$ cat config.mk
export PLATFORM = sky130hd
export DESIGN_NAME = bank_select_literal_moves
export DESIGN_NICKNAME = d
export VERILOG_FILES = /design/src/rtl/bank_literal_pkg.sv /design/src/rtl/bank_select_literal_moves.sv
export SDC_FILE = /design/constraint.sdc
export NUM_CORES = 1
export LEC_CHECK = 0
export ABC_CLOCK_PERIOD_IN_PS = 3420
export BUFFER_PORTS_ARGS = -buffer_cell sky130_fd_sc_hd__buf_2
export CAP_MARGIN = 0
export CORE_MARGIN = 2
export CORE_UTILIZATION = 45
export CTS_BUF_LIST = sky130_fd_sc_hd__clkbuf_4 sky130_fd_sc_hd__clkbuf_8
export DETAILED_ROUTE_END_ITERATION = 10
export PLACE_DENSITY = 0.68
export SYNTH_ARGS = -nofsm -noshare
export SYNTH_HDL_FRONTEND = slang
export SYNTH_SLANG_ARGS = --single-unit
$ cat constraint.sdc
create_clock -name i_clk -period 3.42 [get_ports i_clk]
set_clock_uncertainty 0.2 [all_clocks]
set_input_delay 0.171 -clock i_clk [delete_from_list [all_inputs] [get_ports i_clk]]
set_output_delay 0.171 -clock i_clk [all_outputs]
set_load 0.005 [all_outputs]
$ cat src/rtl/bank_literal_pkg.sv
// Package for the bank select and working literal-move decoder
package bank_literal_pkg;
  localparam logic [7:0] OP_LOW_BANK = 8'hb8;
  localparam logic [6:0] OP_HIGH_BANK = 7'h5d;
  localparam logic [7:0] OP_WORK_LIT = 8'hb0;
  localparam logic [7:0] BANK_RESET = 8'h00;
  localparam logic [7:0] WORK_RESET = 8'h00;
  localparam int LOW_LIT_LSB = 0;
  localparam int HIGH_LIT_LSB = 4;
  localparam int NIB_W = 4;
  localparam int WORD_W = 16;
  localparam int DATA_W = 8;
  // Instruction cycle phase one-hot codes
  typedef enum logic [3:0] {
    PH_Q1 = 4'h1,
    PH_Q2 = 4'h2,
    PH_Q3 = 4'h4,
    PH_Q4 = 4'h8
  } phase_e;
endpackage

$ cat src/rtl/bank_select_literal_moves.sv
// Literal-move decoder/executor for bank select and working registers
// Functional notes
// - Upper byte b8 decodes load_low_bank_nibble; literal bits 3:0, bits 7:4 unused.
// - load_low_bank_nibble writes literal into bank_select_reg bits 3:0.
// - load_low_bank_nibble keeps bank_select_reg bits 7:4 unchanged.
// - Reduced variant reads upper bank nibble as zero.
// - Upper seven bits 1011101 decode load_high_bank_nibble; literal bits 7:4.
// - load_high_bank_nibble writes literal into bank_select_reg bits 7:4.
// - load_high_bank_nibble keeps bank_select_reg bits 3:0 unchanged.
// - Reduced variant does not execute load_high_bank_nibble.
// - Upper byte b0 decodes load_working_literal; low byte goes to working_reg.
// - Low bank literal is zero to fifteen, placed in low four bits.
`timescale 1ns/1ns
module bank_select_literal_moves
  import bank_literal_pkg::*;
#(
  parameter bit REDUCED = 1'b0
) (
  // Clock and reset
  input wire logic i_clk,
  input wire logic i_rstn,
  // Instruction from fetch stage
  input wire logic i_valid,
  input wire logic [bank_literal_pkg::WORD_W-1:0] i_instr,
  // Register file view
  output logic [bank_literal_pkg::DATA_W-1:0] o_bank_select,
  output logic [bank_literal_pkg::DATA_W-1:0] o_working,
  output logic [3:0] o_phase,
  output logic o_flags_we
);
  import bank_literal_pkg::*;

  phase_e phase_q, phase_d;
  logic [WORD_W-1:0] instr_q;
  logic [DATA_W-1:0] lit_q;
  logic [DATA_W-1:0] bank_q, bank_d;
  logic [DATA_W-1:0] work_q, work_d;
  logic [2:0] kind_q;

  // Decode from held word; ignored bits never inspected
  wire logic is_low = (instr_q[15:8] == OP_LOW_BANK);
  wire logic is_high = (instr_q[15:9] == OP_HIGH_BANK) && !REDUCED;
  wire logic is_work = (instr_q[15:8] == OP_WORK_LIT);
  wire logic [NIB_W-1:0] low_lit = instr_q[LOW_LIT_LSB +: NIB_W];
  wire logic [NIB_W-1:0] high_lit = instr_q[HIGH_LIT_LSB +: NIB_W];
  wire logic [DATA_W-1:0] q2_lit = is_low ? {4'h0, low_lit} :
                                   is_high ? {high_lit, 4'h0} : instr_q[7:0];
  wire logic wr_en = (phase_q == PH_Q4);
  wire logic [NIB_W-1:0] bank_hi_keep = REDUCED ? 4'h0 : bank_q[7:4];

  always_comb begin
    case (phase_q)
      PH_Q1: phase_d = PH_Q2;
      PH_Q2: phase_d = PH_Q3;
      PH_Q3: phase_d = PH_Q4;
      PH_Q4: phase_d = PH_Q1;
      default: phase_d = PH_Q1;
    endcase
  end

  always_comb begin
    bank_d = {bank_hi_keep, bank_q[3:0]};
    work_d = work_q;
    if (wr_en && kind_q[0]) begin
      bank_d = {bank_hi_keep, lit_q[3:0]};
    end else if (wr_en && kind_q[1]) begin
      bank_d = {lit_q[7:4], bank_q[3:0]};
    end else if (wr_en && kind_q[2]) begin
      work_d = lit_q;
    end
  end

  always_ff @(posedge i_clk or negedge i_rstn) begin
    if (!i_rstn) begin
      phase_q <= PH_Q1;
    end else begin
      phase_q <= phase_d;
    end
  end

  // Word captured in Q1, literal read in Q2
  always_ff @(posedge i_clk or negedge i_rstn) begin
    if (!i_rstn) begin
      instr_q <= '0;
      lit_q <= '0;
      kind_q <= '0;
    end else if (phase_q == PH_Q1) begin
      instr_q <= i_valid ? i_instr : '0;
      kind_q <= '0;
    end else if (phase_q == PH_Q2) begin
      lit_q <= q2_lit;
      kind_q <= {is_work, is_high, is_low};
    end
  end

  always_ff @(posedge i_clk or negedge i_rstn) begin
    if (!i_rstn) begin
      bank_q <= BANK_RESET;
      work_q <= WORK_RESET;
    end else begin
      bank_q <= bank_d;
      work_q <= work_d;
    end
  end

  always_ff @(posedge i_clk or negedge i_rstn) begin
    if (!i_rstn) begin
      o_bank_select <= BANK_RESET;
      o_working <= WORK_RESET;
      o_phase <= 4'h1;
      o_flags_we <= 1'b0;
    end else begin
      o_bank_select <= bank_d;
      o_working <= work_d;
      o_phase <= phase_d;
      o_flags_we <= 1'b0;
    end
  end

  // Assertions
  low_keeps_hi_a: assert property (@(posedge i_clk) disable iff (!i_rstn)
    (wr_en && kind_q[0]) |=> bank_q[7:4] == $past(bank_hi_keep))
    else $error("low nibble load changed upper nibble");

  low_writes_a: assert property (@(posedge i_clk) disable iff (!i_rstn)
    (phase_q == PH_Q1 && i_valid && i_instr[15:8] == OP_LOW_BANK)
    |=> ##3 bank_q[3:0] == $past(i_instr[3:0], 4))
    else $error("low nibble load wrong value");

  high_writes_a: assert property (@(posedge i_clk) disable iff (!i_rstn)
    (phase_q == PH_Q1 && i_valid && i_instr[15:9] == OP_HIGH_BANK && !REDUCED)
    |=> ##3 bank_q[7:4] == $past(i_instr[7:4], 4))
    else $error("high nibble load wrong value");

  high_keeps_lo_a: assert property (@(posedge i_clk) disable iff (!i_rstn)
    (wr_en && kind_q[1]) |=> bank_q[3:0] == $past(bank_q[3:0]))
    else $error("high nibble load changed lower nibble");

  work_writes_a: assert property (@(posedge i_clk) disable iff (!i_rstn)
    (phase_q == PH_Q1 && i_valid && i_instr[15:8] == OP_WORK_LIT)
    |=> ##3 work_q == $past(i_instr[7:0], 4))
    else $error("working literal load wrong value");

  reduced_hi_zero_a: assert property (@(posedge i_clk) disable iff (!i_rstn)
    REDUCED |-> ##1 o_bank_select[7:4] == 4'h0)
    else $error("reduced variant upper nibble not zero");

  write_only_q4_a: assert property (@(posedge i_clk) disable iff (!i_rstn)
    (phase_q != PH_Q4) |=> $stable(bank_q[3:0]) && $stable(work_q))
    else $error("destination written outside Q4");

  no_flags_a: assert property (@(posedge i_clk) disable iff (!i_rstn)
    ##1 !o_flags_we)
    else $error("status flags touched");

  dont_care_a: assert property (@(posedge i_clk) disable iff (!i_rstn)
    (phase_q == PH_Q2 && instr_q[15:9] == OP_HIGH_BANK && !REDUCED)
    |=> kind_q == 3'h2)
    else $error("don't-care bit altered decode");

  output_tracks_a: assert property (@(posedge i_clk) disable iff (!i_rstn)
    o_working == work_q && o_phase == phase_q)
    else $error("output copy out of step");

  bank_out_a: assert property (@(posedge i_clk) disable iff (!i_rstn)
    o_bank_select == bank_q)
    else $error("bank output out of step");

  bank_keeps_work_a: assert property (@(posedge i_clk) disable iff (!i_rstn)
    (wr_en && (kind_q[0] || kind_q[1])) |=> $stable(work_q))
    else $error("bank load changed working value");

  work_keeps_bank_a: assert property (@(posedge i_clk) disable iff (!i_rstn)
    (wr_en && kind_q[2]) |=> $stable(bank_q))
    else $error("working load changed bank value");

  other_op_idle_a: assert property (@(posedge i_clk) disable iff (!i_rstn)
    (phase_q == PH_Q2 && !is_low && !is_high && !is_work) |=> kind_q == 3'h0)
    else $error("foreign opcode decoded as move");

  kind_onehot_a: assert property (@(posedge i_clk) disable iff (!i_rstn)
    $onehot0(kind_q))
    else $error("more than one move decoded");

  phase_onehot_a: assert property (@(posedge i_clk) disable iff (!i_rstn)
    $onehot(phase_q))
    else $error("phase not one-hot");

  phase_step_a: assert property (@(posedge i_clk) disable iff (!i_rstn)
    (phase_q == PH_Q4) |=> phase_q == PH_Q1)
    else $error("phase did not wrap after Q4");

  low_lit_range_a: assert property (@(posedge i_clk) disable iff (!i_rstn)
    (phase_q == PH_Q3 && kind_q[0]) |-> lit_q[7:4] == 4'h0)
    else $error("low bank literal out of range");

  high_lit_place_a: assert property (@(posedge i_clk) disable iff (!i_rstn)
    (phase_q == PH_Q3 && kind_q[1]) |-> lit_q[3:0] == 4'h0)
    else $error("high bank literal misplaced");

  reduced_no_high_a: assert property (@(posedge i_clk) disable iff (!i_rstn)
    (REDUCED && phase_q == PH_Q2) |=> !kind_q[1])
    else $error("reduced variant decoded high load");

  low_dont_care_a: assert property (@(posedge i_clk) disable iff (!i_rstn)
    (phase_q == PH_Q2 && instr_q[15:8] == OP_LOW_BANK) |=> kind_q == 3'h1)
    else $error("unused bits altered low decode");

  invalid_nop_a: assert property (@(posedge i_clk) disable iff (!i_rstn)
    (phase_q == PH_Q1 && !i_valid) |=> instr_q == '0)
    else $error("absent word not treated as no action");

  low_cov_c: cover property (@(posedge i_clk) disable iff (!i_rstn) wr_en && kind_q[0]);
  high_cov_c: cover property (@(posedge i_clk) disable iff (!i_rstn) wr_en && kind_q[1]);
  work_cov_c: cover property (@(posedge i_clk) disable iff (!i_rstn) wr_en && kind_q[2]);
  back_cov_c: cover property (@(posedge i_clk) disable iff (!i_rstn)
    (wr_en && kind_q[0]) ##4 (wr_en && kind_q[1]));
endmodule

Word level (Yosys, flattened, before mapping)
Cells that the tools add are included.
{"block": "word_totals", "reg_bits": 47, "in_bits": 19, "wordCells": 31}
{"block": "op_classes", "eq_ne": 7, "n_bitwise": 3, "n_reduce_logical": 7, "n_mux": 7}
{"op": "$eq A8 B8 Y1 const B", "n": 2}
{"op": "$mux W16", "n": 1}
{"op": "$pmux W4 S3", "n": 1}
{"op": "$mux W4", "n": 2}
{"op": "$mux W8", "n": 1}
{"op": "$eq A7 B7 Y1 const B", "n": 1}
{"op": "$mux W3", "n": 2}
{"op": "$eq A4 B1 Y1 const B", "n": 1}
{"op": "$eq A4 B2 Y1 const B", "n": 1}
{"op": "$eq A4 B3 Y1 const B", "n": 1}
{"op": "$eq A4 B4 Y1 const B", "n": 1}
{"op": "$reduce_and A2 Y1", "n": 2}
{"op": "$logic_and A1 B1 Y1", "n": 3}
{"op": "$not A1 Y1", "n": 3}
{"op": "$reduce_and A3 Y1", "n": 1}
{"op": "$reduce_bool A2 Y1", "n": 1}

Depth between registers and ports, before layout
Gate-level depths: netlist of run 1.
{"block": "depth", "depth_word": 4, "mapped_depth": 6}

Least setup slack after synthesis of run 1
No wires, ideal clock.
{"block": "synth_timing", "path_type": "flip-flop to flip-flop", "from": "register, netlist name o_phase[0]", "to": "register kind_q[0]", "period_less_slack_ps": 1791, "path_buffers": 1, "arrival_ps": 1470, "setup_time_ps": 121, "slack_ps": 1629, "path_stages_with_launch": 6, "path_cell_list": "dfstp_2 -> or4b_1 -> buf_4 -> clkinv_4 -> nor2_1 -> a22o_1"}
{"element": "to (signal assigned)", "line": "bank_select_literal_moves.sv:92", "source": "kind_q <= {is_work, is_high, is_low};"}
{"element": "to (decl)", "line": "bank_select_literal_moves.sv:38", "source": "logic [2:0] kind_q;"}

==> results of run 1 <==
## registers in the layout, indices dropped and copies added (netlist names)
signal and cells:
o_bank_select 8, o_working 8, kind_q 3, instr_q 16, lit_q 8, o_phase 4
## power by group
part / internal (mW) / total (mW) / switching (mW)
clock: 0.236 / 0.409 / 0.173
sequential: 0.571 / 0.581 / 0.00992
combinational: 0.0297 / 0.0565 / 0.0268
total: 0.837 / 1.05 / 0.210
## repair_timing
action	in CTS	in global routing
hold buffers	17	0
gates resized for setup	0	0
hold endpoints to repair	62	0
## worst max-delay path: cells and delay by family (launching register included)
family | cells | cell delay (ns)
simple gates | 2 | 0.85
flops | 1 | 0.57
buf+inv | 1 | 0.26
compound gates | 1 | 0.23
## per-stage QoR
step           power, mW  instances  hold WS (ns)  setup slack (ns)
6_report            1.05        271        0.0506              1.19
5_1_grt             1.09        271        0.0594              1.10
4_1_cts             1.06        271        0.0351              1.18
3_5_place_dp       0.636        246         0.196              1.17
3_3_place_gp       0.632        246         0.172              1.26
2_1_floorplan      0.608        166        -0.325              1.63
## final timing paths
path	start	to	slack, ns	depth (start not counted)
setup reg to reg	o_phase[0]	kind_q[0]	1.19	4
setup / recovery	o_phase[0]	kind_q[0]	1.19	4
min in group asynchronous	i_rstn	o_bank_select[4]	0.37	2
hold reg to reg	instr_q[13]	instr_q[13]	0.27	2
hold / removal	i_valid	instr_q[9]	0.05	3
max in group asynchronous	i_rstn	o_phase[2]	2.03	2
## layout make-up
cell class	instances	area, sq um	share of cell area [%]
flip-flops and latches	47	1180	49.8
multi-input cells	109	633	26.8
repair buffers	55	360	15.2
clock buffers	6	82.6	3.49
well taps	50	62.6	2.65
clock inverters	2	35.0	1.48
inverters	2	12.5	0.529
## metal layers
layer / GRT usage [%] / up-vias
met5: 0 / -
met4: 5.25 / 0
met3: 5.84 / 0
met2: 29.0 / 42
met1: 22.3 / 651
li1: - / 667
## cell usage after synthesis, drive strengths merged
cell	instances	share of area (%)
a22o	2	0.93
and3b	1	0.47
and4	2	0.93
buf	7	2.6
clkbuf	1	0.20
clkinv	1	0.47
conb	1	0.20
dfrtp	46	61
dfstp	1	1.4
inv	1	0.20
mux2	16	9.6
nand2	49	9.8
nand3	19	5.3
nand3b	1	0.40
nor2	3	0.60
nor2b	1	0.33
nor3	1	0.27
nor4b	2	1.3
o21ai	8	2.1
o31ai	1	0.40
or4b	2	1.1
## cell families after synthesis
group | after synthesis | synth area share (%)
simple gates | 81 | 20.5
mux | 16 | 9.61
compound gates | 11 | 3.47
flops | 47 | 62.8
buf+inv | 10 | 3.47
other cells | 1 | 0.200
==> results_dict.tcl, run 1 <==
set metrics [dict create \
    wl_met3_um 208 \
    grt_pass1_vias 1342 \
    worstSetupEndpointType "flip-flop" \
    cp_data_required_time_ns 3.40 \
    placed_cell_area_sq_um 2080 \
    wl_met1_um 1540 \
    worstPathCellList "or4b_1 > clkinv_4 > nor2_1 > a22o_1" \
    synth-seq-cells 47 \
    cp-start-kind "flip-flop" \
    rsz0062_at_grt "false" \
    synthCells 166 \
    relSlewSlack_pct 33.8 \
    diodes 0 \
    drive_gt1_share_pct 30.3 \
    grt_pass1_wl_um 6040 \
    syn-mean-instance-area_sq_um 11.3 \
    finalHoldViolCount 0 \
    wl_per_cell_um 13.0 \
    grtUsageTotal_pct 17.7 \
    htree_levels 2 \
    dieHeight_um 68.6 \
    yosys_warnings 0 \
    min_path_type "in -> reg" \
    drt-initial-drc-count 89 \
    critPathArrivalTime_ns 2.22 \
    antenna_found_initial 0 \
    clock-root-buffer "clkbuf_8" \
    fp.coreArea_sq_um 4000 \
    wl_um 3520 \
    post_cts_buffers 0 \
    fmax_mhz 448 \
    cap_violations 0 \
    hpwlAfterDp_um 2450 \
    clock_latency_ns 0.29 \
    maxSlewViolCount 0 \
    nFillCells 347 \
    chipWidth_um 68.6 \
    cellPowerDensity_nw_per_um2 443 \
    utilization_pct 59.1 \
    synth_nets 185 \
    yosysSeqAreaShare_pct 62.8 \
    gr-total-overflow 0 \
    crit_slowest_cell "or4b_1" \
    final_common_cell "nand2_1" \
    num-nets-final 239 \
    dieArea_sq_um 4700 \
    path_class "reg -> reg" \
    ys_types 25 \
    initial_core_util_pct 46.9 \
    place_congestion 0.765 \
    setup_viol 0 \
    worst_pin_slew_ns 0.992 \
    cts_buffers 5 \
    p_leak_nw 1.26 \
    fin_crit_sh_pct 65.2 \
    io_buffers 38 \
    syn_area_sq_um 1880 \
    via_per_inst 5.02 \
    cts_tree "yes" \
    highest_layer "met3" \
    period_needed_ns 2.23 \
    ant_nets 0 \
    wl_met2_um 1760 \
    drc_errors 0 \
    drtPass1Iterations 4 \
    worstPathMaxFanout 19 \
    outcome "finished, final reports clean" \
    vias 1360 \
    cts_buffer_depth 2 \
    pin_count 40 \
    grt_max_degree 48 \
    tns_ns 0 \
    crit_path_max_incr_delay_ns 0.77 \
    ir_drop_mv 0.359 \
    final_cell_mix "49 x nand2_1, 46 x dfrtp_1, 38 x buf_2" \
    syn2layout_area_growth_pct 26.0 \
    rows 23 \
    clk_pin_slew_ns 0.08 \
    finalInstanceArea_sq_um 2360 \
    cts.sinks 47 \
]
Power figures use the tool's default switching activity.
==> run 2, diff against run 1 <==
--- a/config.mk
+++ b/config.mk
@@ -5,7 +5,7 @@
 export SDC_FILE = /design/constraint.sdc
 export NUM_CORES = 1
 export LEC_CHECK = 0
-export ABC_CLOCK_PERIOD_IN_PS = 3420
+export ABC_CLOCK_PERIOD_IN_PS = 2200
 export BUFFER_PORTS_ARGS = -buffer_cell sky130_fd_sc_hd__buf_2
 export CAP_MARGIN = 0
 export CORE_MARGIN = 2
==> constraint.sdc (replaced) <==
create_clock -name i_clk -period 2.2 [get_ports i_clk]
set_clock_uncertainty 0.2 [all_clocks]
set_input_delay 0.11 -clock i_clk [delete_from_list [all_inputs] [get_ports i_clk]]
set_output_delay 0.11 -clock i_clk [all_outputs]
set_load 0.005 [all_outputs]
==> run 2 against run 1 <==
Against the previous run:
- sequential power increased by 56%
- register-to-register slack got worse by 0.86 ns
- sequential share of layout area decreased by 0.55 points
- final area increased by 1.1%
- core utilization increased by 0.66 points
- die area unchanged
- first-iteration DRC count decreased by 28%
- critical endpoint unchanged
==> results_dict.tcl, run 2 (synthesis results as in run 1) <==
set metrics [dict create \
    outcome "finished, final reports clean" \
    fp.coreArea_sq_um 4000 \
    clock-root-buffer "clkbuf_8" \
    worst_pin_slew_ns 0.629 \
    cellPowerDensity_nw_per_um2 654 \
    whs_ns 0.167 \
    pin_count 40 \
    clock_latency_ns 0.30 \
    vias 1365 \
    min_path_type "in -> async" \
    place_congestion 0.766 \
    largest_reg_flops 16 \
    cts_resized 0 \
    ir_drop_mv 0.404 \
    crit_slowest_cell "dfstp_2" \
    final_common_cell "nand2_1" \
    syn2layout_area_growth_pct 27.4 \
    drive_gt1_share_pct 31.4 \
    antenna_found_initial 0 \
    cp-start-kind "flip-flop" \
    final_cell_mix "49 x nand2_1, 46 x dfrtp_1, 38 x buf_2" \
    rsz0062_at_grt "false" \
    tns_ns 0 \
    drtPass1Iterations 4 \
    cts_tree "yes" \
    crit_path_max_incr_delay_ns 0.58 \
    hpwlAfterDp_um 2580 \
    grtUsageTotal_pct 17.6 \
    io_buffers 38 \
    initial_core_util_pct 46.9 \
    drc_errors 0 \
    diodes 0 \
    grt_max_degree 31 \
    drt-initial-drc-count 64 \
    critPathTopFamily "simple AND/OR/NAND/NOR gates" \
    wl_per_cell_um 12.7 \
    cts_buffer_depth 2 \
    rows 23 \
    finalHoldViolCount 0 \
    p_leak_nw 1.28 \
    worstPathCellList "or4b_1 > clkinv_4 > nor2_1 > a22o_1" \
    gr-total-overflow 0 \
    relSlewSlack_pct 58.1 \
    fin_crit_sh_pct 84.9 \
    critPathArrivalTime_ns 1.86 \
    clk_pin_slew_ns 0.08 \
    dieHeight_um 68.6 \
    path_class "reg -> reg" \
    grt_pass1_wl_um 5970 \
    wl_um 3500 \
    multi_input_area_sq_um 633 \
    cap_violations 0 \
    num-nets-final 244 \
    via_per_inst 4.95 \
    maxSlewViolCount 0 \
    cp_data_required_time_ns 2.19 \
    ff_latch_area_sq_um 1180 \
    cts_buffers 5 \
    nFillCells 353 \
    cts.sinks 47 \
    worstSetupEndpointType "flip-flop" \
    fmax_mhz 535 \
    top_register "instr_q" \
    chipWidth_um 68.6 \
    path_buf_inv 1 \
    period_needed_ns 1.87 \
    setup_viol 0 \
    dieArea_sq_um 4700 \
    grt_pass1_vias 1296 \
    ant_nets 0 \
    htree_levels 2 \
    worstPathMaxFanout 19 \
]
==> run 2: changes by cell type in the layout (fill, tap and decap cells not counted) <==
cell and delta:
clkinv_2 -1, buf_4 +4, bufinv_16 -1, clkbuf_4 +1, dlygate4sd3_1 +1, clkbuf_8 +1
==> run 2: worst paths after layout <==
check	start	end	slack (ns)	cells after the start
max in group asynchronous	i_rstn	lit_q[5]	1.03	3
hold reg to reg	instr_q[14]	instr_q[14]	0.27	2
setup / recovery	o_phase[0]	kind_q[0]	0.33	4
min in group i_clk	instr_q[14]	instr_q[14]	0.27	2
hold / removal	i_rstn	o_bank_select[7]	0.17	2
setup reg to reg	o_phase[0]	kind_q[0]	0.33	4
==> run 2: power breakdown <==
group | total, mW | leakage, nW | internal [mW] | switching (mW)
sequential | 0.904 | 0.627 | 0.888 | 0.0155
combinational | 0.0912 | 0.593 | 0.0497 | 0.0415
clock | 0.568 | 0.0549 | 0.299 | 0.269
==> run 2: repair_timing <==
| item | in CTS | in global routing |
|---|---|---|
| hold buffers | 18 | 0 |
| buffers inserted | 0 | 0 |
| hold endpoints to repair | 43 | 0 |
==> run 2: worst reg2reg max path, cell delays in order, from the launching register on <==
cell	delay, ns
dfstp_2	0.58
or4b_1	0.52
clkinv_4	0.16
nor2_1	0.07
a22o_1	0.23
==> run 2: final cells by class <==
type                            count  share of cell area (%)
Multi-Input combinational cell    109                    26.5
Timing Repair Buffer               60                    16.8
Inverter                            2                   0.524
Clock buffer                        8                    4.35
Sequential cell                    47                    49.3
Tap cell                           50                    2.62
==> run 2: metrics by stage <==
| stage | std cells | power (mW) | util (%) | cell area [sq um] | setup slack, ns |
|---|---|---|---|---|---|
| 5_1_grt | 276 | 1.63 | 59.7 | 2390 | 0.254 |
| 2_1_floorplan | 166 | 0.945 | - | 1880 | 0.409 |
| 6_report | 276 | 1.56 | 59.7 | 2390 | 0.332 |
| 3_3_place_gp | 250 | 0.986 | 52.6 | 2110 | 0.387 |
| 4_1_cts | 276 | 1.58 | 59.7 | 2390 | 0.316 |
| 3_5_place_dp | 250 | 0.990 | 52.6 | 2110 | 0.334 |
==> run 2: layer usage <==
layer  global-route usage, %  share of wire (%)  vias to the layer above
li1                        -                  -                      679
met1                    22.5                 45                      646
met4                    8.25               0.97                        0
met5                       0                  0                        -
met3                    4.06                6.0                        4
met2                    28.4                 48                       36
